[src/twm_pkg.sv]
// constants, states and carrier types of the two-wire bus master
package twm_pkg;
    // system clock and bus free time after a stop
    localparam int CLK_NS = 5;
    localparam int T_FREE_NS = 4700;
    localparam int FREE_CYC = (T_FREE_NS + CLK_NS - 1) / CLK_NS;
    localparam logic [9:0] FREE_CNT = 10'(FREE_CYC);
    // register byte offsets
    localparam logic [3:0] OFS_CTRL = 4'h0;
    localparam logic [3:0] OFS_STAT = 4'h4;
    localparam logic [3:0] OFS_DATA = 4'h8;
    localparam logic [3:0] OFS_DIV = 4'hc;
    // control register bits
    localparam int CB_START = 0;
    localparam int CB_STOP = 1;
    localparam int CB_IRQ = 2;
    localparam int CB_SAS = 3;
    localparam int CB_NACK = 4;
    // status register bits
    localparam int SB_ERR = 0;
    localparam int SB_DSR = 1;
    localparam int SB_REF = 2;
    localparam int SB_SAS = 3;
    localparam int SB_OWN = 4;
    localparam int SB_BUSY = 5;
    // reset value of the half period in clock cycles (200 kHz)
    localparam logic [9:0] DIV_RST = 10'h1f4;
    // master sequencer states
    typedef enum logic [2:0] {
        ST_IDLE, ST_WAIT, ST_START, ST_HOLD, ST_LOW, ST_HIGH, ST_STOP
    } twm_state_t;
    // the two bus lines
    typedef struct packed {
        logic scl;
        logic sda;
    } twm_line_t;
    // sticky flags, bit 0 upward: err, dsr, refused, sas, owner
    typedef struct packed {
        logic owner;
        logic sas;
        logic refused;
        logic dsr;
        logic err;
    } twm_flags_t;
endpackage

[src/twm_master.sv]
// two-wire bus master: start acquisition, address/data bytes, bus monitor
// How it works
// data changes only while clock low
// data change in clock high aborts transfer
// start/stop are data edges with clock high
// bus busy from start until after stop
// bytes go msb first, then acknowledge
// ninth clock is ack; transmitter releases data
// receiving master leaves data high on last
// busy or failing receiver answers with nack
// seven address bits then direction, 1=read
// slave holding clock low stalls the master
// all-zero address is a broadcast call
// data mismatch while sending aborts the master
// clock period follows slowest, high shortest
// lost address arbitration drops to slave mode; here the master clears owner and goes idle, it has no slave mode
// start request waits free bus, then stalls
// early clock low sets error else owner
// error or service flag raises enabled interrupt
// data write sends address, ack into refused
// conflict during address aborts, error, not owner
// stall after start flag and clock held
// transmit address done sets service request
// read address done receives first byte
// lines are open drain, pull low only
// stray start/stop mid byte is error
// clock period from programmed half period
//
// Our own choices: the Avalon-MM slave port and the register offsets.
module twm_master (
    input wire logic clk,                       // system clock
    input wire logic reset_n,                   // synchronous reset
    input wire logic [3:0] address,             // byte address
    input wire logic read,                      // read request
    input wire logic write,                     // write request
    input wire logic [31:0] writedata,          // write data
    output logic [31:0] readdata,               // read data
    output logic waitrequest,                   // stall of the bus access
    input wire twm_pkg::twm_line_t line_in,     // sampled bus lines
    output twm_pkg::twm_line_t line_out,        // driven level, always low
    output twm_pkg::twm_line_t line_oe,         // high while pulling low
    output logic irq                            // interrupt request
);
    import twm_pkg::*;

    // ==========================================
    // line synchronisers and condition detection
    twm_line_t line_q1;
    twm_line_t line_q2;
    twm_line_t line_q3;
    logic scl_s;
    logic sda_s;
    logic start_det;
    logic stop_det;

    // two stages before any logic, third for edges
    always_ff @(posedge clk) begin
        if (!reset_n) begin
            line_q1 <= 2'h3;
            line_q2 <= 2'h3;
            line_q3 <= 2'h3;
        end else begin
            line_q1 <= line_in;
            line_q2 <= line_q1;
            line_q3 <= line_q2;
        end
    end

    assign scl_s = line_q2.scl;
    assign sda_s = line_q2.sda;
    // start: data falls with clock high; stop: data rises
    assign start_det = scl_s && line_q3.scl && line_q3.sda && !sda_s;
    assign stop_det = scl_s && line_q3.scl && !line_q3.sda && sda_s;

    // ==========================================
    // avalon slave handshake, one wait state
    logic done;
    logic wr_go;
    logic rd_go;

    always_ff @(posedge clk) begin
        if (!reset_n) begin
            done <= 1'b0;
        end else begin
            done <= (read || write) && !done;
        end
    end

    assign waitrequest = (read || write) && !done;
    assign wr_go = write && done;
    assign rd_go = read && done;

    // ==========================================
    // registers and state
    twm_state_t state;
    twm_flags_t fl;
    logic busy;
    logic [9:0] free_cnt;
    logic start_req;
    logic stop_req;
    logic irq_allow;
    logic sas_on;
    logic nack_last;
    logic [9:0] div_half;
    logic [7:0] data_reg;
    logic [7:0] sh;
    logic [3:0] bit_n;
    logic [9:0] cnt;
    logic seen;
    logic samp;
    logic rx_mode;
    logic dir_rd;
    logic addr_phase;
    logic wait_sas;
    logic scl_drv;
    logic sda_drv;
    logic want_low;
    logic lose;
    logic stray;

    // bus busy from start until the free time after a stop
    always_ff @(posedge clk) begin
        if (!reset_n) begin
            busy <= 1'b0;
            free_cnt <= 10'h000;
        end else begin
            if (wr_go && address == OFS_STAT && writedata[SB_BUSY]) begin
                busy <= 1'b0;
            end
            if (start_det) begin
                busy <= 1'b1;
                free_cnt <= 10'h000;
            end else if (stop_det) begin
                free_cnt <= FREE_CNT;
            end else if (free_cnt != 10'h000) begin
                free_cnt <= free_cnt - 10'h001;
                if (free_cnt == 10'h001) begin
                    busy <= 1'b0;
                end
            end
        end
    end

    // level wanted on data: msb first, ack in ninth slot
    assign want_low = (bit_n == 4'h8) ? (rx_mode && !nack_last) : (!rx_mode && !sh[7]);
    // released data seen low while we send: lost arbitration
    assign lose = (state == ST_HIGH) && seen && bit_n != 4'h8 && !rx_mode && !sda_drv && !sda_s;
    // start or stop seen inside a byte
    assign stray = (state == ST_LOW || state == ST_HIGH) && (start_det || stop_det);

    // ==========================================
    // sequencer, control bits and sticky flags
    always_ff @(posedge clk) begin
        if (!reset_n) begin
            state <= ST_IDLE;
            fl <= '0;
            start_req <= 1'b0;
            stop_req <= 1'b0;
            irq_allow <= 1'b0;
            sas_on <= 1'b0;
            nack_last <= 1'b0;
            div_half <= DIV_RST;
            data_reg <= 8'h00;
            sh <= 8'h00;
            bit_n <= 4'h0;
            cnt <= 10'h000;
            seen <= 1'b0;
            samp <= 1'b1;
            rx_mode <= 1'b0;
            dir_rd <= 1'b0;
            addr_phase <= 1'b0;
            wait_sas <= 1'b0;
            scl_drv <= 1'b0;
            sda_drv <= 1'b0;
        end else begin
            // software writes; hardware sets below win
            if (wr_go && address == OFS_CTRL) begin
                start_req <= writedata[CB_START];
                stop_req <= writedata[CB_STOP];
                irq_allow <= writedata[CB_IRQ];
                sas_on <= writedata[CB_SAS];
                nack_last <= writedata[CB_NACK];
            end
            if (wr_go && address == OFS_STAT) begin
                if (writedata[SB_ERR]) fl.err <= 1'b0;
                if (writedata[SB_REF]) fl.refused <= 1'b0;
                if (writedata[SB_SAS]) fl.sas <= 1'b0;
            end
            if (wr_go && address == OFS_DIV) begin
                div_half <= writedata[9:0];
            end
            case (state)
                ST_IDLE: begin
                    scl_drv <= 1'b0;
                    sda_drv <= 1'b0;
                    if (start_req) begin
                        state <= ST_WAIT;
                    end
                end
                ST_WAIT: begin
                    if (!busy) begin
                        state <= ST_START;
                        cnt <= div_half;
                    end
                end
                ST_START: begin
                    if (!scl_s) begin
                        fl.err <= 1'b1;
                        start_req <= 1'b0;
                        sda_drv <= 1'b0;
                        state <= ST_IDLE;
                    end else if (!sda_drv) begin
                        sda_drv <= 1'b1;
                    end else if (cnt != 10'h000) begin
                        cnt <= cnt - 10'h001;
                    end else begin
                        scl_drv <= 1'b1;
                        fl.owner <= 1'b1;
                        fl.dsr <= 1'b1;
                        start_req <= 1'b0;
                        addr_phase <= 1'b1;
                        rx_mode <= 1'b0;
                        state <= ST_HOLD;
                    end
                end
                ST_HOLD: begin
                    scl_drv <= 1'b1;
                    if (wr_go && address == OFS_DATA) begin
                        sh <= writedata[7:0];
                        data_reg <= writedata[7:0];
                        if (addr_phase) dir_rd <= writedata[0];
                        fl.dsr <= 1'b0;
                        rx_mode <= 1'b0;
                        bit_n <= 4'h0;
                        cnt <= div_half;
                        state <= ST_LOW;
                    end else if (rd_go && address == OFS_DATA && rx_mode && fl.dsr) begin
                        fl.dsr <= 1'b0;
                        bit_n <= 4'h0;
                        cnt <= div_half;
                        state <= ST_LOW;
                    end else if (wait_sas && !fl.sas) begin
                        wait_sas <= 1'b0;
                        if (dir_rd) begin
                            rx_mode <= 1'b1;
                            bit_n <= 4'h0;
                            cnt <= div_half;
                            state <= ST_LOW;
                        end else begin
                            fl.dsr <= 1'b1;
                        end
                    end else if (stop_req) begin
                        stop_req <= 1'b0;
                        wait_sas <= 1'b0;
                        seen <= 1'b0;
                        cnt <= div_half;
                        state <= ST_STOP;
                    end
                end
                ST_LOW: begin
                    scl_drv <= 1'b1;
                    if (stray) begin
                        fl.err <= 1'b1;
                        fl.owner <= 1'b0;
                        state <= ST_IDLE;
                    end else begin
                        // data moves mid low only, never near a clock edge
                        if (cnt == {1'b0, div_half[9:1]}) sda_drv <= want_low;
                        if (cnt != 10'h000) begin
                            cnt <= cnt - 10'h001;
                        end else begin
                            scl_drv <= 1'b0;
                            seen <= 1'b0;
                            cnt <= div_half;
                            state <= ST_HIGH;
                        end
                    end
                end
                ST_HIGH: begin
                    if (stray) begin
                        fl.err <= 1'b1;
                        fl.owner <= 1'b0;
                        state <= ST_IDLE;
                    end else if (!seen) begin
                        // wait while any party holds the clock low
                        if (scl_s) begin
                            seen <= 1'b1;
                            samp <= sda_s;
                        end
                    end else if (lose) begin
                        fl.err <= 1'b1;
                        fl.owner <= 1'b0;
                        sda_drv <= 1'b0;
                        state <= ST_IDLE;
                    end else if (scl_s && cnt != 10'h000) begin
                        cnt <= cnt - 10'h001;
                    end else begin
                        // high ends at count or when another master pulls low
                        scl_drv <= 1'b1;
                        cnt <= div_half;
                        if (bit_n != 4'h8) begin
                            sh <= {sh[6:0], rx_mode ? samp : 1'b0};
                            bit_n <= bit_n + 4'h1;
                            state <= ST_LOW;
                        end else if (rx_mode) begin
                            data_reg <= sh;
                            fl.dsr <= 1'b1;
                            state <= ST_HOLD;
                        end else begin
                            fl.refused <= samp;
                            addr_phase <= 1'b0;
                            state <= ST_HOLD;
                            if (!samp && addr_phase && sas_on) begin
                                fl.sas <= 1'b1;
                                wait_sas <= 1'b1;
                            end else if (!samp && addr_phase && dir_rd) begin
                                rx_mode <= 1'b1;
                                bit_n <= 4'h0;
                                state <= ST_LOW;
                            end else if (!samp) begin
                                fl.dsr <= 1'b1;
                            end
                        end
                    end
                end
                ST_STOP: begin
                    if (!seen) begin
                        sda_drv <= 1'b1;
                        if (cnt != 10'h000) begin
                            cnt <= cnt - 10'h001;
                        end else begin
                            scl_drv <= 1'b0;
                            seen <= 1'b1;
                            cnt <= div_half;
                        end
                    end else if (scl_s) begin
                        if (cnt != 10'h000) begin
                            cnt <= cnt - 10'h001;
                        end else begin
                            sda_drv <= 1'b0;
                            fl.owner <= 1'b0;
                            rx_mode <= 1'b0;
                            state <= ST_IDLE;
                        end
                    end
                end
                default: state <= ST_IDLE;
            endcase
        end
    end

    // ==========================================
    // read data, taken one cycle before the answer
    always_ff @(posedge clk) begin
        if (!reset_n) begin
            readdata <= 32'h0000_0000;
        end else if (read && !done) begin
            case (address)
                OFS_CTRL: readdata <= {27'h0, nack_last, sas_on, irq_allow, stop_req, start_req};
                OFS_STAT: readdata <= {26'h0, busy, fl};
                OFS_DATA: readdata <= {24'h0, data_reg};
                OFS_DIV: readdata <= {22'h0, div_half};
                default: readdata <= 32'h0000_0000;
            endcase
        end
    end
    // open drain: the output level is always low
    assign line_out = 2'h0;
    assign line_oe.scl = scl_drv;
    assign line_oe.sda = sda_drv;
    assign irq = irq_allow && (fl.err || fl.dsr || fl.refused || fl.sas);
endmodule

[config.mk]
export PLATFORM = sky130hd
export DESIGN_NAME = twm_master
export DESIGN_NICKNAME = d
export VERILOG_FILES = /design/src/twm_pkg.sv /design/src/twm_master.sv
export SDC_FILE = /design/constraint.sdc
export NUM_CORES = 1
export LEC_CHECK = 0
export ABC_AREA = 0
export BUFFER_PORTS_ARGS = -buffer_cell sky130_fd_sc_hd__buf_4
export CAP_MARGIN = 20
export CORE_MARGIN = 2
export CORE_UTILIZATION = 30
export CTS_CLUSTER_SIZE = 28
export DETAILED_ROUTE_END_ITERATION = 10
export GPL_ROUTABILITY_DRIVEN = 1
export SYNTH_ARGS = -nofsm -noshare
export SYNTH_HDL_FRONTEND = slang
export SYNTH_SLANG_ARGS = --single-unit
export TNS_END_PERCENT = 5
[constraint.sdc]
create_clock -name clk -period 2.6 [get_ports clk]
set_clock_uncertainty 0.15 [all_clocks]
set_input_delay 0.39 -clock clk [delete_from_list [all_inputs] [get_ports clk]]
set_output_delay 0.39 -clock clk [all_outputs]
set_load 0.02 [all_outputs]
Yosys cells after proc, flatten, opt, wreduce, memory -nomap -nowiden
Index checks and enable logic that the tools add are counted.
{ "op_classes": {"addsub": 3, "n_eq_ne": 64, "n_mux": 188, "bitwise": 3, "reduce_logical": 77} }
{ "op_table": {"columns": ["operator", "n"], "rows": [
  ["2-to-1 mux 10 bit", 19],
  ["2-to-1 mux 1 bit", 99],
  ["2-to-1 mux 8 bit", 12],
  ["2-to-1 mux 3 bit", 27],
  ["case mux 10 bit (6 select lines)", 1],
  ["!= test 2 bit, second input constant", 25],
  ["2-to-1 mux 4 bit", 12],
  ["!= test 3 bit, second input constant", 15],
  ["case mux 10 bit (4 select lines)", 1],
  ["AND reduction 10 bit", 4],
  ["case mux 8 bit (2 select lines)", 2],
  ["logical AND 1 bit", 31],
  ["AND reduction 8 bit", 3],
  ["AND reduction 11 bit", 2],
  ["case mux 3 bit (7 select lines)", 1],
  ["!= test 4 bit, second input constant", 5],
  ["nonzero test 10 bit", 2],
  ["subtractor 10 x 1 -> 10 bit, second input constant", 2],
  ["AND reduction 14 bit", 1],
  ["AND reduction 13 bit", 1],
  ["== test 4 bit, second input constant", 3],
  ["case mux 1 bit (4 select lines)", 3],
  ["AND reduction 12 bit", 1],
  ["nonzero test 4 bit", 3],
  ["32 further kinds", 60]
]} }
{ "word_totals": {"reg_bits": 111, "output_inout_bits": 38, "elab_cells": 370} }

Longest topological paths before layout
{ "depth": {"word_depth": 12, "mapped_depth": 10, "mapped_depth_nobuf": 8} }

Worst setup path before layout
Ideal clock, no wire load.
{ "synth_timing": {"path_type": "reg-to-reg", "start": "register cnt[0]", "end": "register bit_n[3]", "setup_time_ns": 0.071, "t_arrival_ns": 2.346, "path_slack_ns": 0.033, "path_stages_with_launch": 9, "n_path_buf": 0, "period_less_slack_ns": 2.567, "cell_sequence": "dfxtp_1 inv_1 ha_1 or4b_1 o31ai_4 a41o_2 nand2_4 or4_1 a21oi_1"} }
{ "synth_via": {"elab_chain_cells": 4} }
{ "synth_lines": {"columns": ["element", "line_no", "text"], "rows": [
  ["from (decl)", "twm_master.sv:108", "logic [9:0] cnt;"],
  ["from (signal assigned)", "twm_master.sv:203", "cnt <= div_half;"],
  ["from (signal assigned)", "twm_master.sv:215", "cnt <= cnt - 10'h001;"],
  ["from (signal assigned)", "twm_master.sv:235", "cnt <= div_half;"],
  ["nonzero test 10 bit", "twm_master.sv:295", "end else if (scl_s && cnt != 10'h000) begin"],
  ["logical AND 1 bit", "twm_master.sv:295", null],
  ["!= test 2 bit (no source line)", null, null],
  ["AND reduction 10 bit (no source line)", null, null],
  ["to (signal assigned)", "twm_master.sv:303", "bit_n <= bit_n + 4'h1;"],
  ["to (decl)", "twm_master.sv:107", "logic [3:0] bit_n;"]
]} }
Every way passes these cells.
A chain may end at the register's enable or synchronous reset.

Worst setup path after layout
{ "layout_timing": {"start": "register cnt[0]", "end": "register data_reg[4]"} }
{ "layout_via": {"elab_chain_cells": 4} }
{ "layout_lines": {"columns": ["element", "line_no", "text"], "rows": [
  ["nonzero test 10 bit", "twm_master.sv:295", null],
  ["logical AND 1 bit", "twm_master.sv:295", null],
  ["!= test 2 bit (no source line)", null, null],
  ["AND reduction 8 bit (no source line)", null, null],
  ["to (signal assigned)", "twm_master.sv:230", "data_reg <= writedata[7:0];"],
  ["to (signal assigned)", "twm_master.sv:306", "data_reg <= sh;"],
  ["to (decl)", "twm_master.sv:105", "logic [7:0] data_reg;"]
]} }
Every way passes these cells.

==> impl_metrics.toml <==
[place]
place_hpwl_mm = 11.0
placed_cells = 930
io_buffers = 33
place_congestion = 0.955

[sta]
worst_slew_pin_slew_ns = 0.601
slew_headroom = 0.596
setup_violations = 0
drv_slew = 0
period_share = 0.996
hold_viol_final = 0
min_period_ns = 2.59
fmax_mhz = 386
rsz0062_at_grt = "yes"

[final_layout]
layout-drive-gt1-share = 0.214
fin_util = 0.374
fin_cells = 950
areaGrowthSynthToFinish_pct = 23.5
final_common_cell = "buf_4"
final_cell_mix = "buf_4 (95), dfxtp_1 (87), nand2_1 (82)"
nFillCells = 1774
diodes = 0
nets = 769

[setup_path]
endpoint_kind = "flop"
worstSetupPathType = "flop to flop"
worstPathArrival_ns = 2.68
worstPathMaxFanout = 8
cp-start-kind = "flop"
crit_required_ns = 2.69

[floorplanning]
fp.dieW_um = 135
core_um2 = 17100
initial_core_util = 0.303
io_pins = 80
rows = 48
die_h_um = 135
die_area_um2 = 18400

[hold_path]
min_path_type = "primary input to flop"

[yosys]
ys_async_sr_fraction = 0
synth_flop_cell = "dfxtp_1"
netlist_instances = 649
ys_warn_count = 0
netlist_area_um2 = 5180
ys_types = 72
ys_seq_elements = 89
synth_edf_count = 0
ys_seq_area_frac = 0.344
syn_area_per_cell_um2 = 7.99

[power_and_ir_drop]
comb_power_share = 0.359
power.total_mw = 4.72
switching_share = 0.350
powerDensity_nw_per_um2 = 737
p_clk_frac = 0.303
p_sw_mw = 1.65
p_seq_frac = 0.339
peakVddDrop_mv = 0.430
p_int_mw = 3.07
leakage_nw = 2.39

[clocking]
clk_pin_slew_ns = 0.07
ctsHoldBuffers = 0
cts_root_buf = "clkbuf_16"
cts.sinks = 89
cts_buffers = 9
cts_tree = "yes"
cts_buffer_depth = 2
h-tree-depth = 3
clock_latency_ns = 0.35

[drt]
vias = 5004
drc = 0
drtAntennaViolNets = 0
routed_via_density = 5.27
drtPass1Iterations = 5
wirelength_mm = 14.9
drt_iter0_drc = 470
drt-wirelength-per-cell_um = 15.7

[global_routing]
antenna_found_initial = 0
overflow = 0
grt_pass1_wl_mm = 23.8
grt_usage = 0.164
grt_pass1_vias = 4557
grt_max_degree = 38

[run_status]
run_status = "finished, final reports clean"

[run]
drv_cap = 0
cells by family (layout without fill, tap and decap cells):
group / Yosys count / count (layout) / synth area share
buffers and inverters: 77 / 130 / 0.0808
flip-flops: 89 / 89 / 0.344
other: 1 / 24 / 0.000723
AND/OR/NAND/NOR: 270 / 270 / 0.259
AO/OA/AOI/OAI: 167 / 167 / 0.217
adder cells (fa/ha/maj): 6 / 6 / 0.0145
XOR/XNOR: 16 / 16 / 0.0270
multiplexers: 23 / 23 / 0.0569
stage by stage:
stage               cell area [um2]  worst slack [ns]  TNS [ns]  hold slack, ns
floorplan                      5270            0.0335         0           0.236
global placement               5930           -0.0787    -0.532           0.240
detailed placement             5930           -0.0841    -0.369           0.244
CTS                            6250           0.00941         0          0.0736
global route                   6400           -0.0635    -0.455          0.0888
finish                         6400            0.0104         0          0.0838
power groups by stage:
stage	sequential, mW	combinational, mW	clock [mW]
2_1_floorplan	1.61	1.18	0
3_3_place_gp	1.63	1.58	0
3_5_place_dp	1.63	1.58	0
4_1_cts	1.60	1.59	1.45
5_1_grt	1.62	1.86	1.50
6_report	1.60	1.69	1.43
timing repair:
item | 4_1_cts | 5_1_grt
endpoints found under the setup margin | 29 | 30
pin swaps | 0 | 13
buffers inserted | 0 | 4
resized for setup | 1 | 28
gates cloned | 0 | 1
worst paths after layout:
path / start / end / slack (ns) / depth (start not counted)
setup / recovery: cnt[0] / data_reg[4] / 0.01 / 10
hold / removal: line_in[1] / line_q1[1] / 0.08 / 2
setup reg to reg: cnt[0] / data_reg[4] / 0.01 / 10
hold reg to reg: line_q1[0] / sda_s / 0.26 / 1
routing by layer:
metal | up-vias | part of all wire | GRT usage
li1 | 2449 | - | -
met3 | 31 | 0.047 | 0.0236
met4 | 0 | 0.028 | 0.0764
met5 | - | 0 | 0
met2 | 167 | 0.46 | 0.254
met1 | 2357 | 0.47 | 0.224
cells in the mapped netlist, types with 4 or more instances:
cell | n | area [um2]
buf_4 | 28 | 210
o211ai_1 | 5 | 37.5
a311oi_1 | 6 | 52.6
mux2i_1 | 16 | 160
and2_1 | 8 | 50.1
a211oi_1 | 19 | 143
nor3_1 | 20 | 100
nand3_1 | 20 | 100
dfxtp_1 | 89 | 1780
a22oi_1 | 7 | 52.6
a41oi_1 | 5 | 43.8
nor2_1 | 67 | 251
ha_1 | 6 | 75.1
nand2b_1 | 9 | 56.3
inv_1 | 13 | 48.8
o21a_1 | 6 | 45.0
or4_1 | 5 | 37.5
mux4_2 | 5 | 113
a21o_1 | 4 | 30.0
nand2_1 | 83 | 312
xnor2_1 | 13 | 114
a21oi_1 | 55 | 275
o31ai_1 | 5 | 37.5
nand3b_1 | 7 | 52.6
nand4_1 | 7 | 43.8
clkbuf_1 | 29 | 109
nor2b_1 | 11 | 68.8
o21ai_0 | 23 | 115
a31oi_1 | 7 | 43.8
final cells by class:
cell class | count | area (um2) | area share
Tap cell | 225 | 282 | 0.0440
Timing Repair Buffer | 101 | 798 | 0.125
Sequential cell | 89 | 1780 | 0.279
Clock buffer | 9 | 225 | 0.0352
Clock inverter | 6 | 90.1 | 0.0141
Multi-Input combinational cell | 506 | 3170 | 0.495
Inverter | 14 | 52.6 | 0.00820
worst max-delay path: stages, from the launching register on:
cell,delay [ns]
dfxtp_2,0.33
inv_2,0.07
ha_4,0.11
or4b_4,0.52
o31ai_4,0.38
a41o_4,0.33
nor2b_4,0.19
buf_6,0.13
buf_6,0.13
buf_6,0.09
a211oi_2,0.04
Power figures use the tool's default switching activity.
